==> config.mk <==
export PLATFORM = sky130hd
export DESIGN_NAME = nch_host
export DESIGN_NICKNAME = d
export VERILOG_FILES = /design/src/verilog/nch_pkg.sv /design/src/verilog/nch_host.sv
export VERILOG_INCLUDE_DIRS = /design/src /design/src/verilog
export SDC_FILE = /design/constraint.sdc
export NUM_CORES = 1
export LEC_CHECK = 0
export BUFFER_PORTS_ARGS = -buffer_cell sky130_fd_sc_hd__buf_2
export CAP_MARGIN = 15
export CORE_AREA = 2 2 83 165
export CTS_CLUSTER_DIAMETER = 50
export DETAILED_ROUTE_END_ITERATION = 10
export DIE_AREA = 0 0 85 167
export HOLD_SLACK_MARGIN = 0.08
export PLACE_DENSITY = 0.86
export SYNTH_ARGS = -nofsm -noshare
export SYNTH_HDL_FRONTEND = slang
export SYNTH_SLANG_ARGS = --single-unit
==> constraint.sdc <==
create_clock -name sys_clk -period 4.3 [get_ports sys_clk]
set_input_delay 0 -clock sys_clk [delete_from_list [all_inputs] [get_ports sys_clk]]
set_output_delay 0 -clock sys_clk [all_outputs]
set_load 0.02 [all_outputs]
==> src/verilog/nch_cfg.svh <==
// Purpose: constants of the flash command port host controller
// Assumes: 100 MHz system clock, one target device on the port
// Notes: timing figures are in ns; cycle counts are derived in the module
`ifndef NCH_CFG_SVH
`define NCH_CFG_SVH
// ----------------------------------------------------------------------
// command codes
// ----------------------------------------------------------------------
`define NCH_CMD_READ 8'h00
`define NCH_CMD_READ_GO 8'h30
`define NCH_CMD_READ_CB_GO 8'h35
`define NCH_CMD_ID 8'h90
`define NCH_CMD_RESET 8'hFF
`define NCH_CMD_PROG 8'h80
`define NCH_CMD_PROG_GO 8'h10
`define NCH_CMD_CACHE_GO 8'h15
`define NCH_CMD_RAND_IN 8'h85
`define NCH_CMD_ERASE 8'h60
`define NCH_CMD_ERASE_GO 8'hD0
`define NCH_CMD_RAND_OUT 8'h05
`define NCH_CMD_RAND_OUT_GO 8'hE0
`define NCH_CMD_STATUS 8'h70
// ----------------------------------------------------------------------
// address layout and timing
// ----------------------------------------------------------------------
`define NCH_ADDR_W 29
`define NCH_ROW_FIRST 3'h2
`define NCH_COL_CYCLES 3'h2
`define NCH_ROW_CYCLES 3'h3
`define NCH_ALL_CYCLES 3'h5
`define NCH_PAGE_BYTES 2112
`define NCH_CLK_NS 10
`define NCH_T_STROBE_NS 30
`define NCH_T_WB_NS 100
`endif

==> src/verilog/nch_pkg.sv <==
// Purpose: types of the flash command port host controller
// Assumes: nch_cfg.svh supplies every number
// Notes: the operation table lives here; the bench keeps its own copy to check against
`include "nch_cfg.svh"
package nch_pkg;
  // ----------------------------------------------------------------------
  // operations, states and bundles
  // ----------------------------------------------------------------------
  typedef enum logic [3:0] {
    NCH_OP_READ, NCH_OP_READ_CB, NCH_OP_PROG, NCH_OP_CACHE, NCH_OP_CB_PROG, NCH_OP_ERASE,
    NCH_OP_ID, NCH_OP_RESET, NCH_OP_STATUS, NCH_OP_RAND_IN, NCH_OP_RAND_OUT
  } nch_op_e;
  typedef enum logic [3:0] {
    ST_IDLE, ST_CMD1, ST_ADDR, ST_DIN, ST_CMD2, ST_WAITB, ST_BUSY, ST_DOUT, ST_DONE
  } nch_state_e;
  typedef struct packed {
    nch_op_e op;
    logic [`NCH_ADDR_W-1:0] addr;
    logic [11:0] len;
  } nch_req_s;
  typedef struct packed {
    logic ce_n;
    logic cle;
    logic ale;
    logic we_n;
    logic output_strobe_n;
    logic wp_n;
    logic [7:0] io_out;
    logic io_oe;
  } nch_pins_s;
  typedef struct packed {
    logic [7:0] cmd1;
    logic [7:0] cmd2;
    logic has_cmd2;
    logic [2:0] afirst;
    logic [2:0] acount;
    logic din;
    logic dout;
    logic wait_rdy;
  } nch_seq_s;

  // sequence of bus cycles for each operation
  function automatic nch_seq_s seq_of(input nch_op_e op);
    nch_seq_s s;
    s = '{cmd1: `NCH_CMD_STATUS, cmd2: 8'h00, has_cmd2: 1'b0, afirst: 3'h0, acount: 3'h0,
          din: 1'b0, dout: 1'b0, wait_rdy: 1'b0};
    unique case (op)
      NCH_OP_READ: s = '{`NCH_CMD_READ, `NCH_CMD_READ_GO, 1'b1, 3'h0, `NCH_ALL_CYCLES, 1'b0, 1'b1, 1'b1};
      NCH_OP_READ_CB: s = '{`NCH_CMD_READ, `NCH_CMD_READ_CB_GO, 1'b1, 3'h0, `NCH_ALL_CYCLES, 1'b0, 1'b0, 1'b1};
      NCH_OP_PROG: s = '{`NCH_CMD_PROG, `NCH_CMD_PROG_GO, 1'b1, 3'h0, `NCH_ALL_CYCLES, 1'b1, 1'b0, 1'b1};
      NCH_OP_CACHE: s = '{`NCH_CMD_PROG, `NCH_CMD_CACHE_GO, 1'b1, 3'h0, `NCH_ALL_CYCLES, 1'b1, 1'b0, 1'b1};
      NCH_OP_CB_PROG: s = '{`NCH_CMD_RAND_IN, `NCH_CMD_PROG_GO, 1'b1, 3'h0, `NCH_ALL_CYCLES, 1'b1, 1'b0, 1'b1};
      NCH_OP_ERASE: s = '{`NCH_CMD_ERASE, `NCH_CMD_ERASE_GO, 1'b1, `NCH_ROW_FIRST, `NCH_ROW_CYCLES, 1'b0, 1'b0, 1'b1};
      NCH_OP_ID: s = '{`NCH_CMD_ID, 8'h00, 1'b0, 3'h0, 3'h0, 1'b0, 1'b1, 1'b0};
      NCH_OP_RESET: s = '{`NCH_CMD_RESET, 8'h00, 1'b0, 3'h0, 3'h0, 1'b0, 1'b0, 1'b1};
      NCH_OP_STATUS: s = '{`NCH_CMD_STATUS, 8'h00, 1'b0, 3'h0, 3'h0, 1'b0, 1'b1, 1'b0};
      NCH_OP_RAND_IN: s = '{`NCH_CMD_RAND_IN, 8'h00, 1'b0, 3'h0, `NCH_COL_CYCLES, 1'b1, 1'b0, 1'b0};
      NCH_OP_RAND_OUT: s = '{`NCH_CMD_RAND_OUT, `NCH_CMD_RAND_OUT_GO, 1'b1, 3'h0, `NCH_COL_CYCLES, 1'b0, 1'b1, 1'b0};
      default: s = s;
    endcase
    return s;
  endfunction : seq_of

  // address byte for cycle idx, unused bits forced low
  function automatic logic [7:0] addr_byte(input logic [`NCH_ADDR_W-1:0] a, input logic [2:0] idx);
    unique case (idx)
      3'h0: return a[7:0];
      3'h1: return {4'h0, a[11:8]};
      3'h2: return a[19:12];
      3'h3: return a[27:20];
      default: return {7'h00, a[28]};
    endcase
  endfunction : addr_byte
endpackage : nch_pkg

==> src/verilog/nch_host.sv <==
// Purpose: host controller that drives a page flash through its multiplexed port
// Assumes: one device, ready/busy pin pulled up outside, strobe tick of DIV cycles
// Notes: pin outputs lag the sequencer state by one clock; all outputs are flops
`timescale 1ns/1ps
`include "nch_cfg.svh"
module nch_host #(
  parameter int DIV = (`NCH_T_STROBE_NS + `NCH_CLK_NS - 1) / `NCH_CLK_NS,
  parameter int TWB_CYC = (`NCH_T_WB_NS + `NCH_CLK_NS - 1) / `NCH_CLK_NS
) (
  // clock and reset
  input wire logic sys_clk,
  input wire logic nrst,
  // request
  input wire nch_pkg::nch_req_s req,
  input wire logic req_valid,
  output logic req_ready,
  output logic done,
  // write data stream
  input wire logic [7:0] wr_data,
  input wire logic wr_valid,
  output logic wr_ready,
  // read data stream
  output logic [7:0] rd_data,
  output logic rd_valid,
  // device pins
  output nch_pkg::nch_pins_s pins,
  input wire logic [7:0] io_in,
  input wire logic rb_in
);
  // ----------------------------------------------------------------------
  // declarations
  // ----------------------------------------------------------------------
  nch_pkg::nch_state_e state, next_state, st_after_c2, st_after_din, st_after_addr;
  nch_pkg::nch_req_s cur;
  nch_pkg::nch_seq_s seq;
  nch_pkg::nch_pins_s pin_w;
  logic [7:0] div, wcnt, dlatch;
  logic [7:0] io_s1, io_s2, io_s3;
  logic rb_s1, rb_s2, rb_s3, rb_level, tick, pre;
  logic [1:0] ph, next_ph;
  logic [2:0] aidx, next_aidx, alast;
  logic [11:0] cnt, next_cnt;
  logic take_req, take_wr, take_rd, byte_state, last_ph;

  // ----------------------------------------------------------------------
  // strobe divider and pin synchronisers
  // ----------------------------------------------------------------------
  assign pre = (div == 8'(DIV - 1));
  // divider free-runs; phases advance only on its tick, which comes once every DIV cycles
  always_ff @(posedge sys_clk or negedge nrst) begin
    if (!nrst) begin
      div <= 8'h00;
      tick <= 1'b0;
    end else begin
      div <= pre ? 8'h00 : 8'(div + 8'h01);
      tick <= pre;
    end
  end

  // three stages; stage one feeds only stage two
  always_ff @(posedge sys_clk or negedge nrst) begin
    if (!nrst) begin
      {io_s1, io_s2, io_s3} <= {8'h00, 8'h00, 8'h00};
      {rb_s1, rb_s2, rb_s3, rb_level} <= 4'hF;
    end else begin
      {io_s1, io_s2, io_s3} <= {io_in, io_s1, io_s2};
      {rb_s1, rb_s2, rb_s3} <= {rb_in, rb_s1, rb_s2};
      if (rb_s2 == rb_s3) rb_level <= rb_s3; // change counts once stages agree
    end
  end

  // ----------------------------------------------------------------------
  // sequencer decode
  // ----------------------------------------------------------------------
  assign take_req = (state == nch_pkg::ST_IDLE) && req_valid && req_ready;
  assign take_wr = (state == nch_pkg::ST_DIN) && (ph == 2'h0) && wr_valid && wr_ready;
  assign take_rd = (state == nch_pkg::ST_DOUT) && (ph == 2'h3) && tick && (io_s2 == io_s3);
  assign byte_state = (state == nch_pkg::ST_CMD1) || (state == nch_pkg::ST_ADDR) ||
                      (state == nch_pkg::ST_CMD2) || (state == nch_pkg::ST_DIN);
  assign last_ph = tick && (ph == 2'h1);
  assign alast = 3'(seq.afirst + seq.acount - 3'h1); // only the cycles the op needs
  // what follows each phase of an operation
  assign st_after_c2 = seq.wait_rdy ? nch_pkg::ST_WAITB :
                       (seq.dout && cur.len != 12'h000) ? nch_pkg::ST_DOUT : nch_pkg::ST_DONE;
  assign st_after_din = seq.has_cmd2 ? nch_pkg::ST_CMD2 : st_after_c2;
  assign st_after_addr = (seq.din && cur.len != 12'h000) ? nch_pkg::ST_DIN : st_after_din;

  // next state; byte cycles move only on divider ticks
  always_comb begin
    next_state = state;
    next_ph = ph;
    next_aidx = aidx;
    next_cnt = cnt;
    unique case (state)
      nch_pkg::ST_IDLE: if (take_req) next_state = nch_pkg::ST_CMD1;
      nch_pkg::ST_CMD1: if (last_ph) next_state = (seq.acount != 3'h0) ? nch_pkg::ST_ADDR : st_after_addr;
      nch_pkg::ST_ADDR: begin
        if (last_ph) begin
          if (aidx == alast) next_state = st_after_addr;
          else next_aidx = 3'(aidx + 3'h1);
        end
      end
      nch_pkg::ST_DIN: begin
        if (last_ph) begin
          if (cnt == 12'h001) next_state = st_after_din;
          else next_cnt = 12'(cnt - 12'h001);
        end
      end
      nch_pkg::ST_CMD2: if (last_ph) next_state = st_after_c2;
      nch_pkg::ST_WAITB: if (wcnt == 8'(TWB_CYC - 1)) next_state = nch_pkg::ST_BUSY;
      nch_pkg::ST_BUSY: begin
        if (rb_level) next_state = (seq.dout && cur.len != 12'h000) ? nch_pkg::ST_DOUT : nch_pkg::ST_DONE;
      end
      nch_pkg::ST_DOUT: begin
        if (take_rd) begin
          if (cnt == 12'h001) next_state = nch_pkg::ST_DONE;
          else next_cnt = 12'(cnt - 12'h001); // device column steps with each strobe
        end
      end
      nch_pkg::ST_DONE: next_state = nch_pkg::ST_IDLE;
    endcase
    // phase walk: 0 setup, 1 strobe low; reads hold the strobe low for 1..3
    if (byte_state && tick && (ph == 2'h0) && (state != nch_pkg::ST_DIN || take_wr)) next_ph = 2'h1;
    else if (byte_state && last_ph) next_ph = 2'h0;
    else if (state == nch_pkg::ST_DOUT && tick && ph != 2'h3) next_ph = 2'(ph + 2'h1);
    else if (take_rd) next_ph = 2'h0;
    if (next_state != state) begin
      next_ph = 2'h0;
      next_cnt = cur.len;
      if (next_state == nch_pkg::ST_ADDR) next_aidx = seq.afirst; // erase starts at row
    end
  end

  // ----------------------------------------------------------------------
  // pin values from state
  // ----------------------------------------------------------------------
  assign pin_w.ce_n = (state == nch_pkg::ST_IDLE) || (state == nch_pkg::ST_DONE);
  assign pin_w.cle = (state == nch_pkg::ST_CMD1) || (state == nch_pkg::ST_CMD2);
  assign pin_w.ale = (state == nch_pkg::ST_ADDR);
  // strobe rises one clock before io moves, so each byte still holds at its latch edge
  assign pin_w.we_n = !(byte_state && ph == 2'h1 && !tick);
  assign pin_w.output_strobe_n = !(state == nch_pkg::ST_DOUT && ph != 2'h0);
  assign pin_w.wp_n = 1'b1;
  assign pin_w.io_oe = byte_state;
  // command cycles put only table codes on the port
  assign pin_w.io_out = (state == nch_pkg::ST_CMD1) ? seq.cmd1 :
                        (state == nch_pkg::ST_CMD2) ? seq.cmd2 :
                        (state == nch_pkg::ST_ADDR) ? nch_pkg::addr_byte(cur.addr, aidx) : dlatch;

  // ----------------------------------------------------------------------
  // registers
  // ----------------------------------------------------------------------
  // sequencer state
  always_ff @(posedge sys_clk or negedge nrst) begin
    if (!nrst) begin
      state <= nch_pkg::ST_IDLE;
      {ph, aidx, cnt} <= {2'h0, 3'h0, 12'h000};
      wcnt <= 8'h00;
    end else begin
      state <= next_state;
      {ph, aidx, cnt} <= {next_ph, next_aidx, next_cnt};
      wcnt <= (state == nch_pkg::ST_WAITB) ? 8'(wcnt + 8'h01) : 8'h00;
    end
  end

  // request capture and data holding
  always_ff @(posedge sys_clk or negedge nrst) begin
    if (!nrst) begin
      cur <= '0;
      seq <= '0;
      dlatch <= 8'h00;
      rd_data <= 8'h00;
    end else begin
      if (take_req) cur <= req;
      if (take_req) seq <= nch_pkg::seq_of(req.op);
      if (take_wr) dlatch <= wr_data;
      if (take_rd) rd_data <= io_s3;
    end
  end

  // handshakes; no new request while the device reports busy
  always_ff @(posedge sys_clk or negedge nrst) begin
    if (!nrst) begin
      {req_ready, wr_ready, rd_valid, done} <= 4'h0;
      pins <= '{ce_n: 1'b1, cle: 1'b0, ale: 1'b0, we_n: 1'b1, output_strobe_n: 1'b1,
                wp_n: 1'b0, io_out: 8'h00, io_oe: 1'b0};
    end else begin
      // stays low through the done cycle, so a request is never offered and then withdrawn
      req_ready <= (next_state == nch_pkg::ST_IDLE) && (state == nch_pkg::ST_IDLE) && rb_level;
      wr_ready <= (state == nch_pkg::ST_DIN) && (ph == 2'h0) && pre; // one cycle, on the tick
      rd_valid <= take_rd;
      done <= (state == nch_pkg::ST_DONE);
      pins <= pin_w;
    end
  end
endmodule : nch_host

==> run summary <==
GRT Util Overall: 28.7%
initial antenna violation count: 0
setup repair after global routing missed its margin: false
crit path to: aidx[1]
PortBufs: 92
logic gate share of total power: 33.0%
switching power: 2.13 mW
Synth top cells by count: nand2_1 (174), dfrtp_1 (151), nor2_1 (49)
Syn Std Cell Area: 7350 sq um
clk root buf: clkbuf_16
Clock Power Share: 25.9%
Tcrit/Tclk final: 80.1%
clock net sink count: 158
Required @ worst endpoint: 4640 ps
R2R setup slack: 860 ps
area grow syn2layout: 25.0%
Syn. warnings: 0
Initial Util: 56.9%
placed cell count: 944
worst path bufs/invs: 1
first-pass GRT wire length: 31.6 mm
drt initial violations: 583
post-CTS resize count: 0
FILL cells: 894
post-DP HPWL: 12.5 mm
DR WL/cell: 18.4 microns
Yosys top cell area share: 51.4%
status: completed
chip height: 167 microns
TritonCTS clock tree: yes
Final Max Tran Viols: 0
later-pin clock latency in the skew report: 430 ps
CP Launch Type: register
fin crit period: 3440 ps
row cnt: 59
overall die width: 85 microns
Cell Chain, Critical Path: nor2b_1, nand3_1, o41a_1, o211ai_1, nand4b_1, nand2_1, o2111ai_2, buf_4, nor4b_4, mux2i_1
die area: 14,200 sq um
htree depth: 4
routed via count: 6,112
Yosys top cell by area: dfrtp_1
Reg power frac: 41.0%
number of synthesized register bits: 158
Cell variety after synth: 74
Crit. Startpoint: state[2]
Synth Instances: 723
final wirelength: 19.2 mm
antenna fix cells: 0
Via density: 5.86
Setup crit end kind: register
ranking of synthesized cells by area: dfrtp_1 (51%), nand2_1 (8.9%), ha_1 (3.6%), xnor2_1 (3.6%), mux2_2 (2.8%)
Placeable Area: 12,900 sq um
Inserted Clock Buffers: 17
ys async rst share: 100%
Worst Path Arrival: 3790 ps
Int Pwr: 3.41 mW
setup violators final: 0
total grt overflow: 0
r2r endpoint: aidx[1]
Avg Inst Size Synth: 10.2 sq um
slowest stage cell, crit path: dfrtp_1
# IOs: 93
Max FO, Critical Path: 26
worst vdd ir: 0.000430 V
DR pass1 iterations: 5
Crit path largest cell delay: 700 ps
PwrDens: 603 nW/um^2
final hold violations: 0
register area share after synthesis: 53.9%
worst clock skew: 8.95 ps
largest net degree at the start of global routing: 63
Max clock buf depth: 2
WP depth: 10
DRC: 0
number of global-route vias before repair: 6,463
most frequent cell after synthesis: nand2_1
max_cap viols: 0
Critical R2R Launch: state[2]
WS Path Type: register to register
Worst slew margin: 29.5%
top cell family by delay on the critical path: simple AND/OR/NAND/NOR gates
Slew @ Worst Pin: 1050 ps
Main synth FF type: dfrtp_1
ratio of cells with drive above 1 in the final layout: 19.8%
f_max: 290 MHz
Overall Power: 5.54 mW
total negative slack: 0 ps
clock-pin slew of the registers on the worst-case setup and hold paths: 70 ps
Post-Synthesis Net Count: 810
Switching Fraction: 38.5%
gpl congestion: 0.986
# nets final: 965
Leak Pwr: 4.43 nW
min-delay worst type: input port to register
cell count of the worst reg-to-reg path: 10
Cell Count, Final, Fillers Out: 1,043
number of synthesized flops with an enable pin: 0
DRT antenna net count: 0
hold_ws: 96.3 ps
[sequential cells by signal, indices dropped and copies added (netlist names), 12 cells and up]
register  count
cnt          12
cur          41
pins         15
seq          16
[stage by stage]
step                      util [%]  instance area [sq um]  setup slack, ps
after CTS                     71.2                   9190              929
after global placement        61.4                   7940             1100
after floorplan                  -                   7350             1540
after detailed placement      61.4                   7940              977
after global routing          71.2                   9190              557
final                         71.2                   9190              858
[layer usage]
metal	track usage [%]	share of wire [%]	vias to the layer above
met3	5.25	3.7	93
met5	0	0	-
met2	51.3	55	231
li1	-	-	2785
met4	19.9	7.0	0
met1	29.2	34	3003
[power by group through the flow]
stage / sequential (mW) / clock, mW / combinational [mW]
4_1_cts: 2.26 / 1.45 / 1.80
5_1_grt: 2.32 / 1.52 / 2.02
2_1_floorplan: 2.16 / 0 / 1.32
6_report: 2.27 / 1.44 / 1.83
3_3_place_gp: 2.27 / 0 / 1.68
3_5_place_dp: 2.28 / 0 / 1.72
[worst min-delay path by stage]
stage	endpoint	slack, ps	start	cells past startpoint
after floorplan	aidx[0]	-300	nrst	0
after global placement	pins[9]	-50	nrst	1
after detailed placement	pins[9]	-50	nrst	1
after CTS	ph[0]	90	wr_valid	5
after global routing	ph[0]	160	wr_valid	5
final	ph[0]	100	wr_valid	5
[layout by cell type (no fill, tap or decap), types with 8 or more instances in the layout]
cell,netlist,final
o211ai_1,8,8
nand2_1,174,174
o21ai_0,25,25
mux2_2,18,18
buf_2,9,91
ha_1,21,21
o21ai_1,8,8
a222oi_1,8,8
xnor2_1,30,30
nor3_1,10,10
clkbuf_16,0,17
inv_1,20,20
dlygate4sd3_1,0,66
nor2_1,49,49
a21oi_1,23,23
dfrtp_1,151,151
nor2b_1,11,11
nand3_1,17,16
xor2_1,8,8
[layout make-up]
class                      count  area, sq um  share of cell area (%)
tap                          152          190                    2.07
clock buffer                  17          425                    4.63
sequential                   158         3960                    43.1
inverter                      21         78.8                   0.857
timing repair buffer         166         1200                    13.1
multi-input combinational    514         3190                    34.7
clock inverter                15          150                    1.63
[kinds of logic after synthesis]
family	share of synthesized area [%]
and+or+nand+nor	20.7
DFF	53.9
AOI/OAI and AO/OA	10.6
buffers and inverters	2.86
xor gates and xnor gates	4.53
muxes	3.71
adders and majority gates	3.71
other	0.0510
[worst reg2reg max path, cell delays in order (launching register included)]
cell and delay [ps]:
dfrtp_1 700, nor2b_1 300, nand3_1 360, o41a_1 520, o211ai_1 110, nand4b_1 180, nand2_1 130, o2111ai_2 220
buf_4 290, nor4b_4 330, mux2i_1 220
[timing repair]
item                                   4_1_cts  5_1_grt
hold buffers                                67        0
setup buffers                                0        0
endpoints found under the hold margin      162        0
No activity file was read; power rests on OpenSTA's default activity.
